## src/hw/pwm_scaler_pkg.sv

```systemverilog
package pwm_scaler_pkg;

  // Register addresses on the plain register port.
  localparam int unsigned ADDR_W           = 4;
  localparam int unsigned DATA_W           = 8;
  localparam logic [3:0]  ADDR_CONTROL     = 4'h0;
  localparam logic [3:0]  ADDR_COUNTER     = 4'h1;
  localparam logic [3:0]  ADDR_PERIOD      = 4'h2;
  localparam logic [3:0]  ADDR_DUTY        = 4'h3;
  localparam logic [3:0]  ADDR_FACTORY     = 4'h7;
  localparam logic [3:0]  ADDR_SCALE_A     = 4'h8;

  // Control register field positions.
  localparam int unsigned CTL_ENABLE_BIT   = 0;
  localparam int unsigned CTL_POLARITY_BIT = 1;
  localparam int unsigned CTL_CLKSEL_BIT   = 2;

  // Reset values, and the value the factory test address reads.
  localparam logic [7:0]  CONTROL_RESET    = 8'h00;
  localparam logic [7:0]  PERIOD_RESET     = 8'h00;
  localparam logic [7:0]  DUTY_RESET       = 8'h00;
  localparam logic [7:0]  SCALE_RESET      = 8'h00;
  localparam logic [7:0]  FACTORY_READ     = 8'h00;

  // Prescaler figures: zero means full scale, and a final divide by two follows.
  localparam logic [8:0]  SCALE_FULL       = 9'h100;
  localparam logic [8:0]  SCALE_ONE        = 9'h001;
  localparam int unsigned SA_POST_DIVIDE   = 2;

endpackage

```

## src/hw/scale_a_if.sv

```systemverilog
`timescale 1ns/1ns
interface scale_a_if;
  logic [7:0] scale_value;
  logic       scale_load;
  logic       scaled_clock_a;

  modport ctrl (output scale_value, output scale_load, input scaled_clock_a);
  modport pre  (input scale_value, input scale_load, output scaled_clock_a);
endinterface

```

## src/hw/scale_a_prescaler.sv

```systemverilog
`timescale 1ns/1ns
module scale_a_prescaler (
  input  wire logic  clk,
  input  wire logic  reset,
  scale_a_if.pre     sa
);

  typedef struct packed {
    logic [8:0] cnt;
    logic       half;
    logic       tick;
  } pre_state_t;

  pre_state_t st;
  pre_state_t next_st;
  logic [8:0] eff_scale;

  // Zero stands for a full scale of 256.
  assign eff_scale = (sa.scale_value == 8'h00) ? pwm_scaler_pkg::SCALE_FULL : {1'b0, sa.scale_value};

  // Count clock A down through the scale, then halve with a toggle stage.
  always_comb begin
    next_st      = st;
    next_st.tick = 1'b0;
    if (sa.scale_load) begin
      next_st.cnt  = eff_scale;
      next_st.half = 1'b0;
    end else if (st.cnt <= pwm_scaler_pkg::SCALE_ONE) begin
      next_st.cnt  = eff_scale;
      next_st.half = ~st.half;
      next_st.tick = st.half;
    end else begin
      next_st.cnt = st.cnt - 9'h001;
    end
  end

  always_ff @(posedge clk) begin
    if (reset) begin
      st <= '{cnt: pwm_scaler_pkg::SCALE_FULL, half: 1'b0, tick: 1'b0};
    end else begin
      st <= next_st;
    end
  end

  assign sa.scaled_clock_a = st.tick;

  // Helper: cycles since the last tick, and whether a reload disturbed that span.
  // Eleven bits so that the full-scale span of 512 cycles does not wrap to zero.
  logic [10:0] gap;
  logic        clean;
  always_ff @(posedge clk) begin
    if (reset || sa.scale_load) begin
      gap   <= 11'h000;
      clean <= 1'b0;
    end else if (st.tick) begin
      gap   <= 11'h001;
      clean <= 1'b1;
    end else begin
      gap   <= gap + 11'h001;
    end
  end
endmodule

```

## src/hw/pwm_channel_scaler.sv

```systemverilog
`timescale 1ns/1ns
module pwm_channel_scaler (
  input  wire logic       REF_CLK,
  input  wire logic       RESET,
  input  wire logic [3:0] ADDR,
  input  wire logic [7:0] WDATA,
  input  wire logic       WR,
  input  wire logic       RD,
  output logic      [7:0] RDATA,
  output logic            PWM_OUT
);

  typedef struct packed {
    logic       enable;
    logic       polarity;
    logic       clk_sel;
    logic       run;
    logic [7:0] scale;
    logic [7:0] period_buf;
    logic [7:0] duty_buf;
    logic [7:0] period_act;
    logic [7:0] duty_act;
    logic [7:0] cnt;
    logic       phase;
    logic       pwm_out;
    logic [7:0] rdata;
  } chan_state_t;

  chan_state_t st;
  chan_state_t next_st;

  scale_a_if sa ();

  scale_a_prescaler u_prescaler (
    .clk   (REF_CLK),
    .reset (RESET),
    .sa    (sa)
  );

  logic       wr_ctl;
  logic       wr_cnt;
  logic       wr_per;
  logic       wr_duty;
  logic       src_tick;
  logic       period_end;
  logic [7:0] cnt_inc;

  // Decode of the register port; the factory test address has no write effect.
  assign wr_ctl      = WR && (ADDR == pwm_scaler_pkg::ADDR_CONTROL);
  assign wr_cnt      = WR && (ADDR == pwm_scaler_pkg::ADDR_COUNTER);
  assign wr_per      = WR && (ADDR == pwm_scaler_pkg::ADDR_PERIOD);
  assign wr_duty     = WR && (ADDR == pwm_scaler_pkg::ADDR_DUTY);
  assign sa.scale_load  = WR && (ADDR == pwm_scaler_pkg::ADDR_SCALE_A);
  assign sa.scale_value = next_st.scale;

  // Clock A is the register clock itself, so it ticks every cycle.
  assign src_tick   = st.clk_sel ? sa.scaled_clock_a : 1'b1;
  assign period_end = (st.period_act == 8'h00) || (st.cnt >= st.period_act - 8'h01);
  assign cnt_inc    = st.cnt + 8'h01;

  // Next-state logic for the channel and its register file.
  always_comb begin
    next_st = st;

    // Software register writes.
    if (wr_ctl) begin
      next_st.enable   = WDATA[pwm_scaler_pkg::CTL_ENABLE_BIT];
      next_st.polarity = WDATA[pwm_scaler_pkg::CTL_POLARITY_BIT];
      next_st.clk_sel  = WDATA[pwm_scaler_pkg::CTL_CLKSEL_BIT];
    end
    if (sa.scale_load) begin
      next_st.scale = WDATA;
    end
    if (wr_per) begin
      next_st.period_buf = WDATA;
      if (!st.run) begin
        next_st.period_act = WDATA;
      end
    end
    if (wr_duty) begin
      next_st.duty_buf = WDATA;
      if (!st.run) begin
        next_st.duty_act = WDATA;
      end
    end

    // The gate follows the enable bit only on a source edge, so the counter
    // never sees a partial clock period.
    if (src_tick) begin
      next_st.run = st.enable;
    end

    if (wr_cnt) begin
      // A counter write restarts the cycle with the buffered values.
      next_st.cnt        = 8'h00;
      next_st.phase      = 1'b0;
      next_st.period_act = next_st.period_buf;
      next_st.duty_act   = next_st.duty_buf;
    end else if (st.run && !next_st.run) begin
      // Disabling the channel hands pending values over to the active latches.
      next_st.period_act = next_st.period_buf;
      next_st.duty_act   = next_st.duty_buf;
    end else if (st.run && src_tick) begin
      if (period_end) begin
        next_st.cnt        = 8'h00;
        next_st.phase      = 1'b0;
        next_st.period_act = next_st.period_buf;
        next_st.duty_act   = next_st.duty_buf;
      end else begin
        next_st.cnt = cnt_inc;
        if (cnt_inc == st.duty_act) begin
          next_st.phase = ~st.phase;
        end
      end
    end
    // Without a running gate the counter keeps its value unless a counter write clears it.

    // The output flop stays registered; polarity picks true or inverted phase.
    next_st.pwm_out = next_st.polarity ? ~next_st.phase : next_st.phase;

    // Read data stand for one cycle after the strobe, zero otherwise.
    next_st.rdata = 8'h00;
    if (RD) begin
      case (ADDR)
        pwm_scaler_pkg::ADDR_CONTROL: begin
          next_st.rdata = {5'h00, st.clk_sel, st.polarity, st.enable};
        end
        pwm_scaler_pkg::ADDR_COUNTER: begin
          next_st.rdata = st.cnt;
        end
        pwm_scaler_pkg::ADDR_PERIOD: begin
          next_st.rdata = st.period_buf;
        end
        pwm_scaler_pkg::ADDR_DUTY: begin
          next_st.rdata = st.duty_buf;
        end
        pwm_scaler_pkg::ADDR_FACTORY: begin
          next_st.rdata = pwm_scaler_pkg::FACTORY_READ;
        end
        pwm_scaler_pkg::ADDR_SCALE_A: begin
          next_st.rdata = st.scale;
        end
        default: begin
          next_st.rdata = 8'h00;
        end
      endcase
    end
  end

  // State register.
  always_ff @(posedge REF_CLK) begin
    if (RESET) begin
      st <= '{enable:     pwm_scaler_pkg::CONTROL_RESET[pwm_scaler_pkg::CTL_ENABLE_BIT],
              polarity:   pwm_scaler_pkg::CONTROL_RESET[pwm_scaler_pkg::CTL_POLARITY_BIT],
              clk_sel:    pwm_scaler_pkg::CONTROL_RESET[pwm_scaler_pkg::CTL_CLKSEL_BIT],
              run:        1'b0,
              scale:      pwm_scaler_pkg::SCALE_RESET,
              period_buf: pwm_scaler_pkg::PERIOD_RESET,
              duty_buf:   pwm_scaler_pkg::DUTY_RESET,
              period_act: pwm_scaler_pkg::PERIOD_RESET,
              duty_act:   pwm_scaler_pkg::DUTY_RESET,
              cnt:        8'h00,
              phase:      1'b0,
              pwm_out:    1'b0,
              rdata:      8'h00};
    end else begin
      st <= next_st;
    end
  end

  assign RDATA   = st.rdata;
  assign PWM_OUT = st.pwm_out;
endmodule

```

## config.mk

```make
export PLATFORM = sky130hd
export DESIGN_NAME = pwm_channel_scaler
export DESIGN_NICKNAME = d
export VERILOG_FILES = /design/src/hw/pwm_scaler_pkg.sv /design/src/hw/scale_a_if.sv /design/src/hw/scale_a_prescaler.sv /design/src/hw/pwm_channel_scaler.sv
export SDC_FILE = /design/constraint.sdc
export NUM_CORES = 1
export LEC_CHECK = 0
export BUFFER_PORTS_ARGS = -buffer_cell sky130_fd_sc_hd__buf_4
export CAP_MARGIN = 20
export CORE_MARGIN = 4
export CORE_UTILIZATION = 51
export CTS_BUF_LIST = sky130_fd_sc_hd__clkbuf_8
export CTS_CLUSTER_DIAMETER = 40
export DETAILED_ROUTE_END_ITERATION = 10
export GPL_TIMING_DRIVEN = 1
export PLACE_DENSITY = 0.8
export SYNTH_ARGS = -nofsm -noshare
export SYNTH_HDL_FRONTEND = slang
export SYNTH_SLANG_ARGS = --single-unit
```

## constraint.sdc

```tcl
create_clock -name REF_CLK -period 4.2 [get_ports REF_CLK]
set_clock_uncertainty 0.15 [all_clocks]
set_input_delay 0.84 -clock REF_CLK [delete_from_list [all_inputs] [get_ports REF_CLK]]
set_output_delay 0.84 -clock REF_CLK [all_outputs]
set_load 0.02 [all_outputs]
```

==> results of run 1 <==
==> logic make-up after synthesis <==
group | Yosys count | share of synthesized area
adder cells (fa/ha/maj) | 12 | 0.0378
multiplexers | 10 | 0.0258
buffers and inverters | 45 | 0.0564
flip-flops | 73 | 0.368
AND/OR/NAND/NOR | 186 | 0.231
AO/OA/AOI/OAI | 129 | 0.235
XOR/XNOR | 21 | 0.0463
==> worst paths after layout <==
path	from	end	slack [ns]	depth (start not counted)
worst min-delay path	st[41]$_SDFF_PP0_	st[41]$_SDFF_PP0_	0.34	2
worst max-delay path	st[28]$_SDFF_PP0_	st[25]$_SDFF_PP0_	0.75	11
worst min register to register	st[41]$_SDFF_PP0_	st[41]$_SDFF_PP0_	0.34	2
worst max register to register	st[28]$_SDFF_PP0_	st[25]$_SDFF_PP0_	0.75	11
==> report_power, final <==
part / switching [mW] / internal (mW)
sequential: 0.0492 / 0.744
clock: 0.272 / 0.456
combinational: 0.202 / 0.179
total: 0.523 / 1.38
==> synth_stat cells, types with 11 or more instances <==
master	number	share of area
nand3_1	11	0.014
o221a_2	14	0.040
nor2_1	36	0.034
nand2_1	69	0.065
clkbuf_1	15	0.014
o21ai_0	14	0.018
xnor2_1	13	0.029
dfxtp_1	73	0.37
ha_1	12	0.038
nor3_1	18	0.023
inv_1	12	0.011
a21oi_1	47	0.059
==> layout make-up <==
cell class / count / area share
well taps: 99 / 0.0281
repair buffers: 30 / 0.0511
multi-input cells: 358 / 0.519
clock inverters: 7 / 0.0321
clock buffers: 9 / 0.0281
inverters: 12 / 0.0102
flip-flops and latches: 73 / 0.332
==> state kept, by name, indices dropped and copies added (netlist names) <==
name / count
PWM_OUT: 1
RDATA: 8
st: 53
u_prescaler.sa.scaled_clock_a: 1
u_prescaler.st: 10
==> per-stage QoR <==
stage	instance area, um2	power (mW)	worst slack, ns
2_1_floorplan	3970	1.09	1.24
3_3_place_gp	4140	1.17	1.07
3_5_place_dp	4140	1.18	0.911
4_1_cts	4410	1.90	0.833
5_1_grt	4410	1.99	0.579
6_report	4410	1.90	0.752
==> per-layer routing <==
layer / routed length [um] / GRT usage / vias up
met5: 0 / 0 / -
met3: 927 / 0.0625 / 24
met2: 5170 / 0.397 / 190
li1: - / - / 1740
met4: 268 / 0.0877 / 0
met1: 4440 / 0.318 / 1748
==> critical path, stage by stage, from the launching register on <==
cell and delay [ns]:
dfxtp_1 0.34, or4_4 0.57, nor2_1 0.14, xnor2_1 0.14, ha_1 0.28, o21ai_0 0.30
nor2_1 0.12, a211o_4 0.38, a21boi_2 0.18, buf_4 0.20, a211oi_1 0.09, a2111oi_0 0.41
==> impl_summary.txt, run 1 <==
----------------------------------------------------
[STA]
  Total of endpoints with negative setup slack in the final report ... 0
  Final period util ... 0.821
  Hold violation total from the final report ... 0
  RSZ-0062 raised after global routing ... no
  Worst-Margin Slew ... 0.674 ns
  Shortest clock period the worst path allows after layout ... 3.45 ns
  Slew HR ... 0.547
  Fin Hold WS ... 0.337 ns
  Highest attainable clock frequency ... 290 MHz
  Final setup TNS ... 0 ns
  Number of pins exceeding their max-slew limit in the final report ... 0

[Finish]
  Number of nets at the end of the flow ... 512
  Share of final-layout standard cells stronger than drive strength 1 ... 0.151
  Most common library cell in the layout ignoring fill and taps ... dfxtp_1
  Synthesis-to-finish area growth ... 11.0%
  FF+latch area ... 0.00146 mm2
  Commonest cells after routing, fill and taps aside ... dfxtp_1, nand2_1, a21oi_1, nor2_1, buf_4
  Footprint of the multi-input gates ... 0.00229 mm2
  Total inserted antenna cells ... 0
  Final cell count without fillers ... 588
  Filler cells ... 648
  Post-layout utilization of the core ... 0.595

[Die]
  Die W ... 96.2 um
  Total Die Area ... 0.00926 mm2
  Vertical die dimension ... 96.2 um
  I/O pin count ... 25
  Effective utilization at floorplan ... 0.536
  Std-Cell Rows ... 31
  Core ar. ... 0.00741 mm2

[Setup path]
  Crit path DAT ... 3.51 ns
  Worst Path Max Fanout ... 11
  Critical path launch point type ... flop
  Worst setup path category ... flop to flop
  CP Capture Type ... flop
  Data required time at the worst endpoint ... 4.26 ns

[Outcome]
  Result of the run ... complete, no violations

[Routing]
  Average routed wire per standard cell ... 18.4 um
  Aggregate routed wire length ... 10.8 mm
  DRC violation count after routing ... 0
  Starting DRT DRC Count ... 347
  Number of routed nets with antenna violations ... 0
  Router iterations before antenna repair ... 6
  Average vias per placed instance ... 6.30
  Total number of vias ... 3702

[Synthesis]
  Number of flops mapped to enable cells by yosys ... 0
  Mean post-synth cell area ... 8.34 um2
  Distinct cell type count after synthesis ... 60
  Dominant synthesized flop cell ... dfxtp_1
  Gate count after technology mapping ... 476
  Synthesis warning total ... 0
  Post-synth design cell area ... 0.00397 mm2
  FF+latch count, synth ... 73
  Synthesized net count ... 504
  Sequential-to-total area share from yosys stat ... 0.368
  Share of flip-flops with an asynchronous set or reset after synthesis ... 0

[CTS]
  Post-CTS Setup Bufs ... 0
  Clock net sink count ... 73
  CTS-repair resized insts ... 0
  # hold bufs at CTS ... 0
  Worst-case clock buffer depth ... 2
  Skew-Pair Late Insertion Delay ... 0.35 ns
  Clock root buffer ... clkbuf_8
  CTS tree ... built
  CTS Buf Count ... 9
  H-tree depth ... 3
  Clock transition at the registers of the reported paths ... 0.07 ns

[Global route]
  Number of antenna violations at the first check in global routing ... 0
  First-pass GRT wire length ... 17.4 mm
  GRT Util Overall ... 0.246
  Number of global-route vias before repair ... 3521
  Remaining global-route overflow ... 0
  Pin count of the biggest net entering global routing ... 60

[Place]
  Count of port buffers added during placement ... 24
  DP Wirelength ... 7.58 mm
  Routability Congestion ... 1.01
  Placed Cells ... 572

[Flow run]
  Max-cap check violation count ... 0

[Power]
  Static leakage power ... 1.63 nW
  Power Density ... 431 mW/mm2
  Worst IR drop on VDD ... 0.328 mV

[Worst hold path]
  Worst min-delay path category ... flop to flop

----------------------------------------------------
Power figures use the tool's default switching activity.
==> run 2, diff against run 1 <==
clock period = 3.5 ns   (was 4.2 ns; I/O delays follow)
==> run 2 against run 1 <==
Sequential cell count unchanged. Utilization down 0.90 points. Combinational power up 20%. Critical endpoint is now PWM_OUT$_SDFF_PP0_. Highest routed layer unchanged.
==> impl_summary.txt, run 2 (synthesis results as in run 1) <==
----------------------------------------------------
[Outcome]
  Result of the run ... complete, no violations

[Global route]
  Remaining global-route overflow ... 0
  Pin count of the biggest net entering global routing ... 60
  Number of antenna violations at the first check in global routing ... 0
  Number of global-route vias before repair ... 3489
  First-pass GRT wire length ... 17.2 mm
  GRT Util Overall ... 0.241

[Setup path]
  Slack of the worst reg-to-reg path ... 0.21 ns
  Origin of the worst setup path ... st[28]$_SDFF_PP0_
  Crit path DAT ... 3.34 ns
  Worst Path Max Fanout ... 6
  Data required time at the worst endpoint ... 3.54 ns
  Critical path launch point type ... flop
  R2r startpoint ... st[28]$_SDFF_PP0_
  Critical Path End ... PWM_OUT$_SDFF_PP0_
  Reg-to-reg critical path endpoint ... PWM_OUT$_SDFF_PP0_
  Worst setup path category ... flop to flop
  CP Capture Type ... flop
  Number of cells on the worst reg-to-reg path ... 10

[CTS]
  CTS Buf Count ... 9
  Clock net sink count ... 73
  H-tree depth ... 3
  Worst-case clock buffer depth ... 2
  CTS-repair resized insts ... 0
  # hold bufs at CTS ... 0
  Clock root buffer ... clkbuf_8
  Post-CTS Setup Bufs ... 0
  Skew-Pair Late Insertion Delay ... 0.35 ns
  Clock transition at the registers of the reported paths ... 0.08 ns
  CTS tree ... built

[STA]
  Worst-Margin Slew ... 0.701 ns
  Hold violation total from the final report ... 0
  Highest attainable clock frequency ... 304 MHz
  Total of endpoints with negative setup slack in the final report ... 0
  Shortest clock period the worst path allows after layout ... 3.29 ns
  RSZ-0062 raised after global routing ... no
  Slew HR ... 0.531
  Final period util ... 0.941
  Final setup TNS ... 0 ns
  Number of pins exceeding their max-slew limit in the final report ... 0
  Fin Hold WS ... 0.339 ns

[Die]
  I/O pin count ... 25
  Effective utilization at floorplan ... 0.536
  Core ar. ... 0.00741 mm2
  Die W ... 96.2 um
  Total Die Area ... 0.00926 mm2
  Std-Cell Rows ... 31
  Vertical die dimension ... 96.2 um

[Finish]
  Most common library cell in the layout ignoring fill and taps ... dfxtp_1
  Synthesis-to-finish area growth ... 9.29%
  Total inserted antenna cells ... 0
  Largest register by flop count ... st
  Filler cells ... 660
  Post-route standard cell area excluding fillers ... 0.00434 mm2
  Commonest cells after routing, fill and taps aside ... dfxtp_1, nand2_1, a21oi_1, nor2_1, buf_4
  Number of flip-flops in the largest register ... 53
  Final cell count without fillers ... 586
  Share of final-layout standard cells stronger than drive strength 1 ... 0.148
  Number of nets at the end of the flow ... 511

[Worst hold path]
  Startpoint of the most critical hold path ... st[35]$_SDFF_PP0_
  Worst min-delay path category ... flop to flop

[Routing]
  DRC violation count after routing ... 0
  Average vias per placed instance ... 6.42
  Starting DRT DRC Count ... 516
  Average routed wire per standard cell ... 18.3 um
  Total number of vias ... 3763
  Router iterations before antenna repair ... 8
  Aggregate routed wire length ... 10.7 mm
  Number of routed nets with antenna violations ... 0

[Power]
  Overall power after layout ... 2.05 mW
  Power Density ... 473 mW/mm2
  Worst IR drop on VDD ... 0.358 mV
  Static leakage power ... 1.60 nW

[Place]
  DP Wirelength ... 7.72 mm
  Placed Cells ... 571
  Cell area after placement ... 0.00415 mm2
  Count of port buffers added during placement ... 24
  Routability Congestion ... 0.906

[Flow run]
  Max-cap check violation count ... 0

----------------------------------------------------
run 2: worst min-delay path by stage:
stage	cells after the start	end
after detailed placement	2	st[35]$_SDFF_PP0_
after global routing	2	st[40]$_SDFF_PP0_
after global placement	2	st[41]$_SDFF_PP0_
after CTS	2	st[35]$_SDFF_PP0_
after floorplan	2	st[34]$_SDFF_PP0_
final	2	st[35]$_SDFF_PP0_
run 2: metal layers:
metal / vias to the layer above / GRT usage / wire, um
met5: - / 0 / 0
met4: 0 / 0.111 / 350
met3: 37 / 0.0485 / 951
met2: 199 / 0.386 / 5030
met1: 1782 / 0.311 / 4380
li1: 1745 / - / -
run 2: area by class of cell:
| cell class | instances | area, um2 | area share |
|---|---|---|---|
| well taps | 99 | 124 | 0.0285 |
| multi-input cells | 358 | 2290 | 0.527 |
| repair buffers | 29 | 230 | 0.0530 |
| clock inverters | 5 | 56.3 | 0.0130 |
| flip-flops and latches | 73 | 1460 | 0.337 |
| inverters | 12 | 45.0 | 0.0104 |
| clock buffers | 10 | 138 | 0.0317 |
run 2: stage by stage:
step / setup slack, ns / utilization
6_report: 0.205 / 0.586
5_1_grt: 0.0479 / 0.586
4_1_cts: 0.267 / 0.586
3_5_place_dp: 0.271 / 0.560
3_3_place_gp: 0.397 / 0.560
2_1_floorplan: 0.536 / -
run 2: critical path: stages, from the launching register on:
cell and delay, ns:
dfxtp_1 0.34, or4_4 0.57, nor4_1 0.24, xnor2_1 0.17, ha_1 0.27, nand4_1 0.10
nor2_1 0.08, a211oi_1 0.54, o21ai_2 0.20, a211oi_1 0.33, a221oi_1 0.16
run 2: where the power goes:
group,internal [mW],switching [mW]
Sequential,0.892,0.0540
Combinational,0.214,0.242
Clock,0.343,0.309
Total,1.45,0.605
